$ cat src/rtl/psram_init_pkg.sv
// Purpose: Constants for the pseudo-static DRAM reset and init sequencer.
// Assumes: 250 MHz core clock, 4 ns period.
// Notes:   Times are kept in their own unit; cycle counts derive from them.
// How it works
// - Self-initialization ends within 150 us, before a full array sweep completes.
// - Reset low at power-up delays init start.
// - Reset pulse of 200 ns returns standby.
// - Reset restores configuration registers to defaults.
// - Self-refresh halts while reset low, resumes after.
// - Reset returns refresh row counter to default.
package psram_init_pkg;
   localparam int CLK_PERIOD_PS          = 4000;   // Core clock period
   localparam int POWERUP_INIT_TIME_US   = 150;    // Longest init time
   localparam int RESET_PULSE_MIN_NS     = 200;    // Least reset pulse
   // Longest time rounds down
   localparam int POWERUP_INIT_CYCLES    =
      (POWERUP_INIT_TIME_US * 1000000) / CLK_PERIOD_PS;
   // Least time rounds up
   localparam int RESET_PULSE_CYCLES     =
      (RESET_PULSE_MIN_NS * 1000 + CLK_PERIOD_PS - 1) / CLK_PERIOD_PS;
   localparam int ROW_BITS               = 13;     // Refresh row counter
   localparam int CFG_WIDTH              = 16;     // Config register width
   localparam logic [12:0] ROW_DEFAULT   = 13'h0000; // Row counter reset
   localparam logic [15:0] CFG0_DEFAULT  = 16'h8F1F; // Config 0 default
   localparam logic [15:0] CFG1_DEFAULT  = 16'h0002; // Config 1 default
   localparam int REFRESH_GAP_CYCLES     = 16;     // Cycles between rows
   // Sequencer states, Gray coded along the path
   typedef enum logic [1:0] {
      ST_RESET   = 2'b00,                          // Reset held low
      ST_INIT    = 2'b01,                          // Array initialization
      ST_READY   = 2'b11                           // Standby, access allowed
   } seq_state_type;
endpackage : psram_init_pkg

$ cat src/rtl/psram_row_counter.sv
// Purpose: Refresh row counter with pacing divider.
// Assumes: Synchronous clear returns the row to its default.
// Notes:   Runs only while refresh is enabled.
`timescale 1ns/1ps
module psram_row_counter
   import psram_init_pkg::*;
#(
   parameter int ROWS_W = ROW_BITS,            // Row address width
   parameter int GAP    = REFRESH_GAP_CYCLES   // Cycles per row
) (
   input  wire logic              clk_in,       // Core clock
   input  wire logic              reset_n_in,   // Async reset, active low
   input  wire logic              ce_in,        // Clock enable
   input  wire logic              clear_in,     // Return to default row
   input  wire logic              run_in,       // Refresh enabled
   output logic [ROWS_W-1:0]      row_out,      // Current row
   output logic                   wrap_out      // One pulse at full sweep
);
   logic [7:0]        gap_r;                    // Pacing divider
   logic [ROWS_W-1:0] row_r;                    // Row register
   logic              wrap_r;                   // Sweep complete pulse
   wire               step = run_in && (gap_r == 8'(GAP - 1)); // Row step
   wire               last = &row_r;            // Last row reached

   ////////////////////////////////////////////////////////////////////////
   // Row and pacing update
   always_ff @(posedge clk_in or negedge reset_n_in) begin
      if (!reset_n_in) begin
         gap_r  <= 8'h00;
         row_r  <= ROWS_W'(ROW_DEFAULT);
         wrap_r <= 1'b0;
      end else if (ce_in) begin
         if (clear_in) begin
            gap_r  <= 8'h00;
            row_r  <= ROWS_W'(ROW_DEFAULT);
            wrap_r <= 1'b0;
         end else begin
            gap_r  <= step ? 8'h00 : (run_in ? gap_r + 8'h01 : gap_r);
            row_r  <= step ? row_r + 1'b1 : row_r;
            wrap_r <= step && last;
         end
      end
   end
   assign row_out  = row_r;
   assign wrap_out = wrap_r;
endmodule : psram_row_counter

$ cat src/rtl/psram_reset_init_sequencer.sv
// Purpose: Device-side power-up and hardware reset sequencer.
// Assumes: Reset pin sampled synchronously; supply-ok from a sensor.
// Notes:   Init ends on full array sweep or on the longest init time.
`timescale 1ns/1ps
module psram_reset_init_sequencer
   import psram_init_pkg::*;
#(
   parameter int INIT_CYCLES  = POWERUP_INIT_CYCLES, // Init time limit
   parameter int PULSE_CYCLES = RESET_PULSE_CYCLES   // Least reset pulse
) (
   input  wire logic                 clk_in,         // Core clock
   input  wire logic                 reset_n_in,     // Async reset
   input  wire logic                 ce_in,          // Clock enable
   input  wire logic                 supply_ok_in,   // Supply at minimum
   input  wire logic                 pin_reset_n_in, // Reset pin, low
   input  wire logic                 cfg_wr_in,      // Config write strobe
   input  wire logic                 cfg_sel_in,     // Config 0 or 1
   input  wire logic [CFG_WIDTH-1:0] cfg_data_in,    // Config write data
   output logic                      ready_out,      // Access allowed
   output logic                      refresh_en_out, // Self-refresh active
   output logic [ROW_BITS-1:0]       row_out,        // Refresh row
   output logic [CFG_WIDTH-1:0]      cfg0_out,       // Config register 0
   output logic [CFG_WIDTH-1:0]      cfg1_out        // Config register 1
);
   seq_state_type         state_r, state_nxt;        // Sequencer state
   logic [17:0]           init_cnt_r;                // Init elapsed cycles
   logic [7:0]            low_cnt_r;                 // Reset low cycles
   logic                  ready_r;                   // Ready flag
   logic                  refresh_r;                 // Refresh enable
   logic [CFG_WIDTH-1:0]  cfg0_r, cfg1_r;            // Config registers
   logic [ROW_BITS-1:0]   row_w;                     // Row from counter
   logic                  wrap_w;                    // Sweep done

   // Reset is taken once low for the least pulse width
   wire pulse_ok  = low_cnt_r >= 8'(PULSE_CYCLES - 1);
   wire in_reset  = !supply_ok_in || (!pin_reset_n_in && pulse_ok);
   wire init_done = wrap_w || (init_cnt_r == 18'(INIT_CYCLES - 1));
   // Sequencer sits in reset; clears config and the row counter
   wire at_reset_st = (state_r == ST_RESET);

   ////////////////////////////////////////////////////////////////////////
   // Next state decode
   always_comb begin
      state_nxt = state_r;
      case (state_r)
         ST_RESET: begin
            // Hold until supply good and reset pin high
            if (supply_ok_in && pin_reset_n_in)
               state_nxt = ST_INIT;
         end
         ST_INIT: begin
            if (in_reset)
               state_nxt = ST_RESET;
            else if (init_done)
               state_nxt = ST_READY;
         end
         ST_READY: begin
            if (in_reset)
               state_nxt = ST_RESET;
         end
         default: state_nxt = ST_RESET;
      endcase
   end

   ////////////////////////////////////////////////////////////////////////
   // State, counters and flags
   always_ff @(posedge clk_in or negedge reset_n_in) begin
      if (!reset_n_in) begin
         state_r    <= ST_RESET;
         init_cnt_r <= 18'h00000;
         low_cnt_r  <= 8'h00;
         ready_r    <= 1'b0;
         refresh_r  <= 1'b0;
      end else if (ce_in) begin
         state_r    <= state_nxt;
         low_cnt_r  <= pin_reset_n_in ? 8'h00 :
                       (pulse_ok ? low_cnt_r : low_cnt_r + 8'h01);
         init_cnt_r <= (state_nxt == ST_INIT && state_r == ST_INIT) ?
                       init_cnt_r + 18'h00001 : 18'h00000;
         ready_r    <= (state_nxt == ST_READY);
         // Refresh stops while pin low, resumes on release
         refresh_r  <= supply_ok_in && pin_reset_n_in;
      end
   end

   ////////////////////////////////////////////////////////////////////////
   // Configuration registers, defaults restored by reset
   always_ff @(posedge clk_in or negedge reset_n_in) begin
      if (!reset_n_in) begin
         cfg0_r <= CFG0_DEFAULT;
         cfg1_r <= CFG1_DEFAULT;
      end else if (ce_in) begin
         if (at_reset_st) begin
            cfg0_r <= CFG0_DEFAULT;
            cfg1_r <= CFG1_DEFAULT;
         end else if (cfg_wr_in && ready_r) begin
            if (cfg_sel_in)
               cfg1_r <= cfg_data_in;
            else
               cfg0_r <= cfg_data_in;
         end
      end
   end

   ////////////////////////////////////////////////////////////////////////
   // Refresh row counter
   psram_row_counter u_rows (
      .clk_in     (clk_in),
      .reset_n_in (reset_n_in),
      .ce_in      (ce_in),
      .clear_in   (at_reset_st),
      .run_in     (refresh_r),
      .row_out    (row_w),
      .wrap_out   (wrap_w)
   );

   assign ready_out      = ready_r;
   assign refresh_en_out = refresh_r;
   assign row_out        = row_w;
   assign cfg0_out       = cfg0_r;
   assign cfg1_out       = cfg1_r;

   ////////////////////////////////////////////////////////////////////////
   // Checks
   property p_init_bound;
      @(posedge clk_in) disable iff (!reset_n_in || !ce_in)
      (init_cnt_r == 18'(INIT_CYCLES - 1)) && state_r == ST_INIT
         && !in_reset |=> ready_r;
   endproperty
   a_init_bound: assert property (p_init_bound)
      else $error("Init exceeded longest time");

   property p_hold_reset;
      @(posedge clk_in) disable iff (!reset_n_in || !ce_in)
      state_r == ST_RESET && !pin_reset_n_in |=> state_r == ST_RESET;
   endproperty
   a_hold_reset: assert property (p_hold_reset)
      else $error("Init started with reset pin low");

   property p_pulse;
      @(posedge clk_in) disable iff (!reset_n_in || !ce_in)
      ready_r && supply_ok_in && !pin_reset_n_in && pulse_ok |=> !ready_r;
   endproperty
   a_pulse: assert property (p_pulse)
      else $error("Long reset pulse did not leave standby");

   property p_cfg_default;
      @(posedge clk_in) disable iff (!reset_n_in || !ce_in)
      state_r == ST_RESET |=> cfg0_r == CFG0_DEFAULT
         && cfg1_r == CFG1_DEFAULT;
   endproperty
   a_cfg_default: assert property (p_cfg_default)
      else $error("Config not restored on reset");

   property p_refresh_halt;
      @(posedge clk_in) disable iff (!reset_n_in || !ce_in)
      !pin_reset_n_in |=> !refresh_r;
   endproperty
   a_refresh_halt: assert property (p_refresh_halt)
      else $error("Refresh ran with reset pin low");

   property p_row_default;
      @(posedge clk_in) disable iff (!reset_n_in || !ce_in)
      state_r == ST_RESET |=> row_w == ROW_BITS'(ROW_DEFAULT);
   endproperty
   a_row_default: assert property (p_row_default)
      else $error("Row counter not returned to default");

   // Init starts one edge after supply good and pin released
   property p_init_start;
      @(posedge clk_in) disable iff (!reset_n_in || !ce_in)
      at_reset_st && supply_ok_in && pin_reset_n_in |=> state_r == ST_INIT;
   endproperty
   a_init_start: assert property (p_init_start)
      else $error("Init did not start after reset release");

   // A pin pulse below the least width leaves standby alone
   property p_short_pulse;
      @(posedge clk_in) disable iff (!reset_n_in || !ce_in)
      ready_r && supply_ok_in && !pin_reset_n_in && !pulse_ok |=> ready_r;
   endproperty
   a_short_pulse: assert property (p_short_pulse)
      else $error("Short reset pulse left standby");

   // Supply loss drops access and returns to reset at once
   property p_supply_loss;
      @(posedge clk_in) disable iff (!reset_n_in || !ce_in)
      !supply_ok_in |=> !ready_r && state_r == ST_RESET;
   endproperty
   a_supply_loss: assert property (p_supply_loss)
      else $error("Access allowed without supply");

   // Self-refresh runs whenever supply is good and pin high
   property p_refresh_resume;
      @(posedge clk_in) disable iff (!reset_n_in || !ce_in)
      supply_ok_in && pin_reset_n_in |=> refresh_r;
   endproperty
   a_refresh_resume: assert property (p_refresh_resume)
      else $error("Refresh did not resume after pin release");

   // Row counter holds while refresh is halted outside the reset state
   property p_row_hold;
      @(posedge clk_in) disable iff (!reset_n_in || !ce_in)
      !refresh_r && !at_reset_st |=> $stable(row_w);
   endproperty
   a_row_hold: assert property (p_row_hold)
      else $error("Row stepped while refresh halted");

   // Config is locked while init runs
   property p_cfg_locked;
      @(posedge clk_in) disable iff (!reset_n_in || !ce_in)
      !ready_r && !at_reset_st |=> $stable(cfg0_r) && $stable(cfg1_r);
   endproperty
   a_cfg_locked: assert property (p_cfg_locked)
      else $error("Config changed during init");

   // Access flag stands only in standby
   property p_ready_state;
      @(posedge clk_in) disable iff (!reset_n_in || !ce_in)
      ready_r |-> state_r == ST_READY;
   endproperty
   a_ready_state: assert property (p_ready_state)
      else $error("Access flag outside standby");

   // Init counter never passes the longest init time
   property p_init_count;
      @(posedge clk_in) disable iff (!reset_n_in || !ce_in)
      state_r == ST_INIT |-> init_cnt_r < 18'(INIT_CYCLES);
   endproperty
   a_init_count: assert property (p_init_count)
      else $error("Init counter passed its limit");

   // Clock enable low freezes the sequencer and the rows
   property p_freeze;
      @(posedge clk_in) disable iff (!reset_n_in)
      !ce_in |=> $stable(state_r) && $stable(low_cnt_r) && $stable(row_w);
   endproperty
   a_freeze: assert property (p_freeze)
      else $error("State moved with clock enable low");
endmodule : psram_reset_init_sequencer

$ cat config.mk
export PLATFORM = sky130hd
export DESIGN_NAME = psram_reset_init_sequencer
export DESIGN_NICKNAME = d
export VERILOG_FILES = /design/src/rtl/psram_init_pkg.sv /design/src/rtl/psram_row_counter.sv /design/src/rtl/psram_reset_init_sequencer.sv
export SDC_FILE = /design/constraint.sdc
export NUM_CORES = 1
export LEC_CHECK = 0
export ABC_AREA = 1
export BUFFER_PORTS_ARGS = -buffer_cell sky130_fd_sc_hd__buf_2
export CAP_MARGIN = 20
export CORE_ASPECT_RATIO = 1.25
export CORE_MARGIN = 2
export CORE_UTILIZATION = 61
export DETAILED_ROUTE_END_ITERATION = 7
export GPL_ROUTABILITY_DRIVEN = 0
export GPL_TIMING_DRIVEN = 0
export PLACE_DENSITY = 0.85
export SETUP_SLACK_MARGIN = 0.3
export SLEW_MARGIN = 20
export SYNTH_ARGS = -nofsm -noshare
export SYNTH_HDL_FRONTEND = slang
export SYNTH_SLANG_ARGS = --single-unit
$ cat constraint.sdc
create_clock -name clk_in -period 3.7 [get_ports clk_in]
set_input_delay 0.37 -clock clk_in [delete_from_list [all_inputs] [get_ports clk_in]]
set_output_delay 0.37 -clock clk_in [all_outputs]
set_load 0.05 [all_outputs]
Yosys cells after proc, flatten, opt, wreduce, memory -nomap -nowiden. Cells that the tools add are included.

Add/subtract/negate cells: 4. $lt $le $gt $ge: 1. Equality and inequality tests: 8. Multiplexer cells: 20. Reductions and logical operators: 21.

Operators by type and width (count): two-way mux 16 bit (6); two-way mux 8 bit (5); two-way mux 13 bit (2); adder 18 x 1 -> 18 bit, second input constant (1); equality test 18 x 16 -> 1 bit, second input constant (1); two-way mux 18 bit (1); adder 8 x 1 -> 8 bit, second input constant (2); adder 13 x 1 -> 13 bit, second input constant (1); AND reduction 13 bit (1); equality test 8 x 4 -> 1 bit, second input constant (1); >= comparator 8 x 6 -> 1 bit, second input constant (1); two-way mux 2 bit (4); logical AND 1 bit (6); one-hot mux 2 bit (3 select lines) (1); AND reduction 2 bit (3); AND reduction 3 bit (2); nonzero test 2 bit (3); equality test 2 x 1 -> 1 bit, second input constant (2); equality test 2 bit, second input constant (2); nonzero test 3 bit (1); zero test 1 bit (2); zero test 2 bit (1); logical OR 1 bit (2); != test 2 x 1 -> 1 bit, second input constant (1); 2 further kinds (2).

Bits in registers: 84. Input port bits: 23. Output and inout bits: 47. Word-level logic and storage cells: 64.

Depth between registers and ports, before layout. Gate-level depths: netlist of the first run.

Word-level depth: 8. Gate-level depth with buffers: 13. Depth with buffers taken out: 12.

Hierarchy. Synthesis of the first run repeated with hierarchy kept, for this count alone.

Cells, all modules: 517. Area, all modules: 4365.4 µm².

Modules (own cells, without submodules): psram_reset_init_sequencer (times used 1, cells an instance 339, area an instance 2996.6 µm², seq. area each 1565.3 µm²); psram_row_counter (times used 1, cells an instance 178, area an instance 1368.8 µm², seq. area each 550.5 µm²).

Worst setup path before layout of the first run. OpenSTA, ideal clock, no wires.

Path type: reg-to-reg. Start: reg u_rows.row_r[0] (netlist: u_rows.row_out[0]). End: reg u_rows.row_r[12] (netlist: u_rows.row_out[12]). Library setup time: 113 ps. Data arrival time: 1688 ps. Data required time: 3587 ps. Setup slack: 1899 ps. Cell stages (with the launch flop): 9. Path buffers: 0. Period minus slack after synthesis: 1801 ps. Cell sequence: dfrtp_1 -> ha_1 -> nand3_2 -> nor2_2 -> nand3_1 -> nor2_1 -> a21oi_1 -> nand2_1 -> inv_1.

Cells in the longest elaborated chain, start to end: 3.

Ends and longest elaborated chain: start, declared (RTL line psram_row_counter.sv:20) `logic [ROWS_W-1:0] row_r;`; start signal, assigned (RTL line psram_row_counter.sv:30) `row_r <= ROWS_W'(ROW_DEFAULT);`; start signal, assigned (RTL line psram_row_counter.sv:35) `row_r <= ROWS_W'(ROW_DEFAULT);`; start signal, assigned (RTL line psram_row_counter.sv:39) `row_r <= step ? row_r + 1'b1 : row_r;`; adder 13 x 1 -> 13 bit (RTL line psram_row_counter.sv:39); two-way mux 13 bit (RTL line psram_row_counter.sv:39); two-way mux 13 bit (RTL line psram_row_counter.sv:33) `if (clear_in) begin`.

No other way between the ends. The select of a mux whose other input is x is not followed. A chain may end at the register's enable or synchronous reset.

Worst setup path after layout of the first run.
Start: reg u_rows.gap_r[0]. End: reg u_rows.row_r[7] (netlist: u_rows.row_out[7]).

Cells in the longest elaborated chain, start to end: 4.

Ends and longest elaborated chain: start, declared (RTL line psram_row_counter.sv:19) `logic [7:0] gap_r;`; start signal, assigned (RTL line psram_row_counter.sv:38) `gap_r <= step ? 8'h00 : (run_in ? gap_r + 8'h01 : gap_r);`; equality test 8 x 4 -> 1 bit (RTL line psram_row_counter.sv:22) `wire step = run_in && (gap_r == 8'(GAP - 1));`; logical AND 1 bit (RTL line psram_row_counter.sv:22); nonzero test 2 bit (no source line); AND reduction 2 bit (no source line).

No other way between the ends.

==> reports/metrics.csv, run 1 <==
metric,value,unit
PD cells,424,mW/mm^2
Final min period,1.69,ns
Post-DRT Antenna Nets,0,
Die Area,0.00764,sq mm
"Data required, critical path",3.96,ns
status,"finished, final reports clean",
# diodes,0,
cell area after synthesis,0.00424,sq mm
post-synthesis sequential area ratio,49.9,%
"most used cell, CP",nand4_1,
Die X,78.6,um
CTS Sinks,84,
syn avg cell area,7.86,sq um
clk root buf,clkbuf_8,
grt ovf,0,
Leak,2.50,nW
Setup TNS,0,ns
initial antenna violation count,0,
share of cells above drive strength 1,20.9,%
# setup viols final,0,
WP data arrival,1.95,ns
vias in the first global route,3513,
VDD IR max,0.274,mV
synthesis warning total,0,
I/O pin cnt,70,
R2R depth,8,
R2R Path Start,u_rows.gap_r[0]$_DFFE_PN0P_,
Core Area,0.00685,sq mm
Clock transition at path regs,0.09,ns
Synth Net Count,569,
beginning of the critical path,u_rows.gap_r[0]$_DFFE_PN0P_,
Post-CTS Resized,0,
element type at the critical path start,flop,
Max Freq,592,MHz
WL final,9120,um
Final period util,45.7,%
Inserted Clock Buffers,9,
post-DR wirelength/cell,12.7,um
WS Path Type,flop to flop,
actual transition at the worst max-transition pin,0.619,ns
pin count of the biggest net entering global routing,45,
Min-Delay Path Class,input port to flop,
"Hold Violations, Final",0,
Worst Path Max Fanout,10,
RSZ-0062 raised after global routing,no,
Vias,3737,
CP top delay family,simple AND/OR/NAND/NOR gates,
initial drt markers,195,
DP Area,0.00472,sq mm
register area,0.00212,sq mm
Setup crit end kind,flop,
residual DRC count,0,
crit path max-delay cell type,dfrtp_1,
"Cell Chain, Critical Path",ha_1 -> nand2_1 -> nor2_2 -> nand4_1 -> nand2_2 -> buf_4 -> nand4_1 -> o21ai_0,
overall power,2.09,mW
Final Skew,0.0117,ns
number of I/O port buffers,68,
Initial DRT Pass Iterations,5,
post-layout net count,650,
post-layout util,72.0,%
CTS tree,done,
hold_sp,cfg_data_in[10],
worst skew pair latency,0.35,ns
Seq cells post-synth,84,
CP Depth,8,
Max-slew headroom,58.6,%
H-tree depth,3,
Syn Inst Count,540,
Slew Limit Fails,0,
multi-input logic area,0.00182,sq mm
post-route cell area,0.00493,sq mm
Crit path largest cell delay,0.40,ns
FP Rows,34,
crit path buf inv count,1,
FILL cells,527,
post-DR vias/cell,5.22,
hold path cells,3,
first-pass GRT wire length,15600,um
GRT Util Overall,25.3,%
Synth cell types,32,
hpwl dp,6740,um
area grow syn2layout,16.2,%
Die Ht,97.2,um
CTS Buffer Depth,2,
Starting Density,61.9,%
max-cap viol count,0,
Yosys cell counts (all sizes together):
cell type	number	area share, %
nand2	161	15
nor2	87	8.6
dfrtp	73	43
inv	63	5.6
nand3	37	4.7
o21ai	28	3.3
a21oi	18	2.1
xor2	12	2.5
dfstp	11	6.8
nand4	11	1.6
nor3	11	1.5
buf	10	1.8
ha	6	1.8
or2	3	0.44
xnor2	2	0.41
a211oi	1	0.18
and2	1	0.15
nor4	1	0.15
o211ai	1	0.18
o21a	1	0.18
o22ai	1	0.15
o32a	1	0.24
final cells by class:
type	count	share of cell area [%]
flip-flops and latches	84	42.9
clock inverters	7	1.55
multi-input cells	383	36.8
plain buffers	10	1.52
repair buffers	70	7.57
well taps	90	2.28
inverters	63	4.80
clock buffers	9	2.51
worst paths after layout:
kind,slack [ns],end
min,0.23,cfg0_out[10]$_DFFE_PN1P_
min in group asynchronous,0.54,cfg1_out[10]$_DFFE_PN0P_
max,2.01,u_rows.row_out[7]$_DFFE_PN0P_
max in group asynchronous,2.50,cfg1_out[1]$_DFFE_PN1P_
min reg2reg,0.47,cfg0_out[7]$_DFFE_PN0P_
max reg2reg,2.01,u_rows.row_out[7]$_DFFE_PN0P_
sequential cells by signal, summed over array words and instances (netlist names):
signal	cells
u_rows.wrap_out	1
cfg1_out	16
refresh_en_out	1
init_cnt_r	18
u_rows.gap_r	8
ready_out	1
low_cnt_r	8
u_rows.row_out	13
cfg0_out	16
state_r	2
cells by family after synthesis:
family | synth area share (%)
adder cells (fa/ha/maj) | 1.77
buffers and inverters | 7.34
flip-flops | 49.9
AO/OA/AOI/OAI | 6.34
AND/OR/NAND/NOR | 31.8
XOR/XNOR | 2.89
timing repair:
| action | CTS | global route |
|---|---|---|
| endpoints found under the hold margin | 27 | 0 |
| hold buffers | 1 | 0 |
| buffers inserted | 0 | 0 |
worst register-to-register path, stage by stage, from the launching register on:
cell	delay, ns
dfrtp_1	0.40
ha_1	0.19
nand2_1	0.09
nor2_2	0.16
nand4_1	0.20
nand2_2	0.19
buf_4	0.19
nand4_1	0.08
o21ai_0	0.11
routing by layer:
metal | global-route usage [%] | share of wire, %
met2 | 42.1 | 49
met3 | 4.55 | 5.1
met4 | 7.42 | 1.1
met5 | 0 | 0
met1 | 33.8 | 45
per-stage QoR:
| stage | worst slack (ns) | hold slack [ns] | std cells |
|---|---|---|---|
| 2_1_floorplan | 1.90 | 0.0744 | 540 |
| 3_3_place_gp | 1.63 | 0.450 | 698 |
| 3_5_place_dp | 2.01 | 0.377 | 699 |
| 4_1_cts | 1.99 | 0.222 | 716 |
| 5_1_grt | 1.82 | 0.235 | 716 |
| 6_report | 2.01 | 0.232 | 716 |
placed cells by master, fill, tap and decap left out, types with 2 or more instances in the layout:
cell type,instances
nand2_1,156
nor2_1,77
dfrtp_1,73
buf_2,70
inv_1,60
nand3_1,34
o21ai_0,27
a21oi_1,18
xor2_1,12
nand4_1,11
dfstp_2,11
nor3_1,9
clkbuf_8,9
nor2_2,7
buf_4,6
ha_1,6
nand2_2,5
inv_2,3
nor2_4,3
nand3_2,3
nor3_2,2
buf_6,2
or2_2,2
xnor2_1,2
clkinv_4,2
clkinvlp_4,2
where the power goes:
part	switching, mW	internal [mW]
logic	0.306	0.108
clock network	0.339	0.315
registers	0.0488	0.975
Power figures use the tool's default switching activity.
==> run 2, diff against run 1 <==
Settings changed: CORE_UTILIZATION 61 to 51, PLACE_DENSITY 0.85 to 0.76.
Clock period 3.7 ns to 1.5 ns, I/O delays scaled along.
==> run 2 against run 1 <==
Compared with the run above:
- the run now ends with negative setup slack left
- sequential share of layout area down 7.0 points
- design area up 21%
- first-iteration DRC count down 16%
- non-clock buffer count up 45
- die area up 19%
- critical path type unchanged
==> reports/metrics.csv, run 2 (synthesized netlist as in run 1, its figures left out) <==
metric,value,unit
CTS tree,done,
# diodes,0,
Vias,4024,
Die X,85.6,um
Non-Filler Instances,769,
Max Freq,623,MHz
R2R Setup Slk,-0.10,ns
Net Sw Power,1.99,mW
WL final,11000,um
Clock power frac,26.2,%
switching share of power,35.2,%
Slew Limit Fails,0,
Core Area,0.00815,sq mm
clk root buf,clkbuf_8,
Initial DRT Pass Iterations,4,
Placed Cells,706,
PD cells,952,mW/mm^2
Setup crit end kind,flop,
initial drt markers,163,
RSZ-0062 raised after global routing,yes,
Crit path largest cell delay,0.42,ns
hold_sp,cfg_data_in[1],
share of cells above drive strength 1,37.6,%
Die Ht,106,um
Final period util,107,%
CTS Sinks,84,
Min-Delay Path Class,input port to flop,
vias in the first global route,4067,
post-layout net count,696,
CP top delay family,simple AND/OR/NAND/NOR gates,
Starting Density,52.1,%
crit path max-delay cell type,dfrtp_2,
fin worst setup slack,-0.104,ns
"commonest non-fill, non-tap cell in the layout",nand2_1,
grt ovf,0,
residual DRC count,0,
post-DR wirelength/cell,14.4,um
"commonest cells after routing, fill and taps aside","nand2_1, dfrtp_1, nor2_1",
FF-to-FF End,init_cnt_r[4]$_DFFE_PN0P_,
H-tree depth,3,
Gate power share,28.5,%
actual transition at the worst max-transition pin,0.363,ns
power share of the sequential group,45.3,%
Leak,2.80,nW
area grow syn2layout,40.0,%
I/O pin cnt,70,
WHS,0.0340,ns
"Hold Violations, Final",0,
Final min period,1.60,ns
max-cap viol count,0,
Clock transition at path regs,0.09,ns
element type at the critical path start,flop,
pin count of the biggest net entering global routing,59,
overall power,5.65,mW
Top reg by flops,init_cnt_r,
Die Area,0.00907,sq mm
Worst Path Max Fanout,5,
WS Path Type,flop to flop,
Largest register FFs,18,
"most used cell, CP",nand2_1,
R2R Path Start,low_cnt_r[0]$_DFFE_PN0P_,
WP data arrival,1.86,ns
worst skew pair latency,0.37,ns
Pint,3.66,mW
GRT Util Overall,25.4,%
# setup viols final,30,
DP Area,0.00490,sq mm
first-pass GRT wire length,18200,um
initial antenna violation count,0,
R2R depth,13,
VDD IR max,0.796,mV
Inserted Clock Buffers,9,
hold path cells,3,
failing checks,negative setup slack,
WHS Endpoint,cfg0_out[1]$_DFFE_PN1P_,
status,finished with violations,
hpwl dp,6940,um
Final Skew,0.0114,ns
FP Rows,37,
crit path buf inv count,3,
Max-slew headroom,75.8,%
"Cell Chain, Critical Path",inv_2 -> ha_4 -> inv_2 -> nor2_2 -> nand2_1 -> nand2_1 -> nand2_1 -> nand2_2 -> nand2_2 -> nor2_4 -> nor2_4 -> buf_6 -> nor2_1,
post-DR vias/cell,5.23,
CTS Buffer Depth,2,
post-route cell area,0.00594,sq mm
Post-DRT Antenna Nets,0,
"Data required, critical path",1.76,ns
number of I/O port buffers,68,
run 2: power groups by stage:
stage	clock (mW)	combinational, mW	sequential (mW)
floorplan	0	0.522	2.85
global placement	0	1.08	2.58
detailed placement	0	1.12	2.59
CTS	1.50	1.45	2.55
global route	1.62	1.72	2.58
finish	1.48	1.61	2.56
run 2: area by class of cell:
type	instances	area (sq um)
plain buffers	10	110
inverters	63	245
flip-flops and latches	84	2130
clock inverters	7	50.0
clock buffers	9	124
well taps	97	121
repair buffers	115	957
repair inverters	1	8.76
multi-input cells	383	2190
fillers	569	2210
run 2: worst max-delay path by stage:
stage / from / cells after the start / slack, ns / endpoint
2_1_floorplan: u_rows.row_out[0]$_DFFE_PN0P_ / 8 / 0.01 / u_rows.row_out[12]$_DFFE_PN0P_
3_3_place_gp: reset_n_in / 1 / -0.56 / u_rows.row_out[10]$_DFFE_PN0P_
3_5_place_dp: low_cnt_r[1]$_DFFE_PN0P_ / 13 / -0.16 / init_cnt_r[6]$_DFFE_PN0P_
4_1_cts: low_cnt_r[0]$_DFFE_PN0P_ / 13 / -0.06 / init_cnt_r[14]$_DFFE_PN0P_
5_1_grt: low_cnt_r[0]$_DFFE_PN0P_ / 13 / -0.20 / init_cnt_r[14]$_DFFE_PN0P_
6_report: low_cnt_r[0]$_DFFE_PN0P_ / 13 / -0.10 / init_cnt_r[4]$_DFFE_PN0P_
run 2: worst register-to-register path: stages (launching register included):
cell and delay (ns):
dfrtp_2 0.42, inv_2 0.07, ha_4 0.15, inv_2 0.04, nor2_2 0.03, nand2_1 0.05, nand2_1 0.06, nand2_1 0.08
nand2_2 0.06, nand2_2 0.09, nor2_4 0.05, nor2_4 0.19, buf_6 0.18, nor2_1 0.05
run 2: routing by layer:
layer | up-vias | wire length (um) | track usage [%]
met1 | 1938 | 4400 | 29.5
met3 | 26 | 468 | 4.81
met4 | 0 | 275 | 12.1
li1 | 1952 | - | -
met2 | 108 | 5900 | 44.6
met5 | - | 0 | 0
run 2: per-stage QoR:
step                      TNS, ns  setup slack, ns  util [%]
after global placement     -32.65           -0.564      59.8
after CTS                  -0.806          -0.0565      69.8
after global routing        -6.18           -0.198      72.9
after detailed placement    -1.83           -0.157      60.2
after floorplan                 0           0.0144         -
final                       -1.71           -0.104      72.9
run 2: what timing repair did:
item / CTS / global route
endpoints found under the setup margin: 96 / 106
gates resized for setup: 94 / 53
cloned: 3 / 1
pin swaps: 16 / 12
hold buffers: 10 / 0
buffers inserted: 23 / 10
hold endpoints to repair: 35 / 0
==> run 3, diff against run 2 <==
Settings changed: CELL_PAD_IN_SITES_DETAIL_PLACEMENT set to 1, CELL_PAD_IN_SITES_GLOBAL_PLACEMENT set to 1, CORE_UTILIZATION 51 to 37, PLACE_DENSITY 0.76 to unset, PLACE_DENSITY_LB_ADDON set to 0.1.
==> run 3 against run 2 <==
Compared with the run above:
- worst hold slack improved by 0.020 ns
- routed wire length increased by 27%
- critical endpoint is now u_rows.row_out[1]$_DFFE_PN0P_
- clock skew decreased by 0.0045 ns
- count of clock-buffer cells in the layout unchanged
- total power increased by 22%
- fmax decreased by 2.5%
- sequential power about the same
- the run still ends with negative setup slack left
- combinational power increased by 23%
- clock power increased by 59%
==> reports/metrics.csv, run 3 (synthesized netlist as in run 1, its figures left out) <==
metric,value,unit
first-pass GRT wire length,21000,um
WS Path Type,flop to flop,
"commonest non-fill, non-tap cell in the layout",nand2_1,
Placed Cells,744,
area grow syn2layout,53.3,%
max-cap viol count,0,
Final period util,110,%
FF-to-FF End,u_rows.row_out[1]$_DFFE_PN0P_,
"Hold Violations, Final",0,
clk root buf,clkbuf_16,
Die Ht,124,um
met3 WL,423,um
Initial DRT Pass Iterations,5,
post-layout util,58.4,%
initial antenna violation count,1,
Min-Delay Path Class,input port to flop,
hold_sp,cfg_data_in[1],
Core Area,0.0111,sq mm
Die X,99.8,um
Net Sw Power,2.35,mW
"Cell Chain, Critical Path",ha_2 -> nand2_2 -> nor2_4 -> nand4_1 -> nand2_4 -> buf_6 -> buf_8 -> nand3_2 -> nand2_1,
FP Rows,43,
Non-Filler Instances,817,
CTS Buffer Depth,2,
vias in the first global route,4282,
pin count of the biggest net entering global routing,55,
crit path max-delay cell type,dfrtp_1,
failing checks,negative setup slack,
R2R Setup Slk,-0.15,ns
CTS Sinks,84,
RSZ-0062 raised after global routing,yes,
post-DR vias/cell,5.12,
fin worst setup slack,-0.145,ns
hold path cells,3,
Clock power frac,34.2,%
"Data required, critical path",1.79,ns
switching share of power,34.1,%
post-route cell area,0.00651,sq mm
share of cells above drive strength 1,47.1,%
grt ovf,0,
Pint,4.54,mW
Top Layer Used,met4,
R2R Path Start,u_rows.gap_r[1]$_DFFE_PN0P_,
WP data arrival,1.94,ns
Max-slew headroom,70.0,%
"commonest cells after routing, fill and taps aside","nand2_1, dfrtp_1, inv_1",
number of I/O port buffers,68,
Post-DRT Antenna Nets,0,
I/O pin cnt,70,
hpwl dp,8320,um
Gate power share,28.8,%
Vias,4187,
Inserted Clock Buffers,9,
element type at the critical path start,flop,
post-layout net count,705,
# setup viols final,41,
Largest register FFs,18,
Starting Density,38.1,%
initial drt markers,121,
Final Skew,0.00692,ns
Crit path largest cell delay,0.35,ns
worst skew pair latency,0.35,ns
CTS tree,done,
Clock transition at path regs,0.07,ns
Max Freq,608,MHz
Die Area,0.0123,sq mm
residual DRC count,0,
WL final,14100,um
Final min period,1.65,ns
DRT met1 WL,5600,um
Leak,2.99,nW
status,finished with violations,
DP Area,0.00495,sq mm
GRT Util Overall,22.1,%
PD cells,1060,mW/mm^2
Setup crit end kind,flop,
routed length on met2,7740,um
power share of the sequential group,37.1,%
actual transition at the worst max-transition pin,0.449,ns
FILL cells,1297,
R2R depth,9,
Worst Path Max Fanout,7,
WHS Endpoint,cfg0_out[1]$_DFFE_PN1P_,
Slew Limit Fails,0,
H-tree depth,3,
VDD IR max,0.527,mV
Top reg by flops,init_cnt_r,
post-DR wirelength/cell,17.2,um
[run 3: cell count changes in the layout (fill, tap and decap cells not counted), sizes merged]
| cell | previous run | this run |
|---|---|---|
| buf | 111 | 123 |
| bufinv | 0 | 1 |
| clkbuf | 13 | 17 |
| clkinv | 5 | 2 |
| diode | 0 | 1 |
| dlygate4sd3 | 10 | 1 |
| inv | 65 | 67 |
| nand2 | 161 | 162 |
| nor2 | 87 | 88 |
[run 3: repair_timing]
item | CTS | global route
gates cloned | 6 | 1
hold buffers | 1 | 0
buffers inserted | 25 | 23
endpoints found under the setup margin | 97 | 103
hold endpoints to repair | 24 | 0
gates resized for setup | 127 | 93
pin swaps | 29 | 39
[run 3: worst max-delay path by stage]
stage | startpoint | end | slack, ns | cells after the start
global placement | reset_n_in | refresh_en_out$_DFFE_PN0P_ | -0.65 | 1
detailed placement | low_cnt_r[0]$_DFFE_PN0P_ | init_cnt_r[17]$_DFFE_PN0P_ | -0.20 | 13
CTS | low_cnt_r[0]$_DFFE_PN0P_ | init_cnt_r[11]$_DFFE_PN0P_ | -0.07 | 13
finish | u_rows.gap_r[1]$_DFFE_PN0P_ | u_rows.row_out[1]$_DFFE_PN0P_ | -0.15 | 9
floorplan | u_rows.row_out[0]$_DFFE_PN0P_ | u_rows.row_out[12]$_DFFE_PN0P_ | 0.01 | 8
global route | u_rows.gap_r[1]$_DFFE_PN0P_ | u_rows.row_out[12]$_DFFE_PN0P_ | -0.24 | 8
[run 3: critical path: cells and delay by family, from the launching register on]
family | cells | cell delay [ns]
fa+ha+maj | 1 | 0.19
simple gates | 6 | 0.79
flops | 1 | 0.35
buf+inv | 2 | 0.25
[run 3: metrics by stage]
stage                     setup TNS, ns  hold slack, ns  total power, mW  setup slack (ns)
after CTS                         -1.59          0.0113             6.56           -0.0724
final                             -3.23          0.0540             6.88            -0.145
after floorplan                       0          -0.146             3.38            0.0144
after detailed placement          -3.49           0.125             3.74            -0.198
after global placement           -40.18           0.369             3.69            -0.653
after global routing              -7.67          0.0621             7.16            -0.238
[run 3: power by group through the flow]
stage	clock (mW)	combinational, mW	sequential (mW)
CTS	2.39	1.62	2.55
global route	2.48	2.11	2.57
floorplan	0	0.522	2.85
global placement	0	1.10	2.59
finish	2.35	1.98	2.55
detailed placement	0	1.14	2.60
[run 3: layout make-up]
cell class / count / area (sq um) / share of cell area [%]
Antenna cell: 1 / 2.50 / 0.0385
Timing Repair inverter: 1 / 8.76 / 0.135
Clock inverter: 7 / 82.6 / 1.27
Buffer: 10 / 123 / 1.88
Clock buffer: 9 / 225 / 3.46
Multi-Input combinational cell: 385 / 2460 / 37.8
Timing Repair Buffer: 122 / 1050 / 16.2
Inverter: 63 / 250 / 3.85
Tap cell: 135 / 169 / 2.60
Sequential cell: 84 / 2130 / 32.8
[run 3: routing by layer]
metal  up-vias  GRT usage [%]
met5         -              0
met4         0           9.08
met3        25           3.37
met2        84           40.5
met1      2090           25.7
li1       1988              -
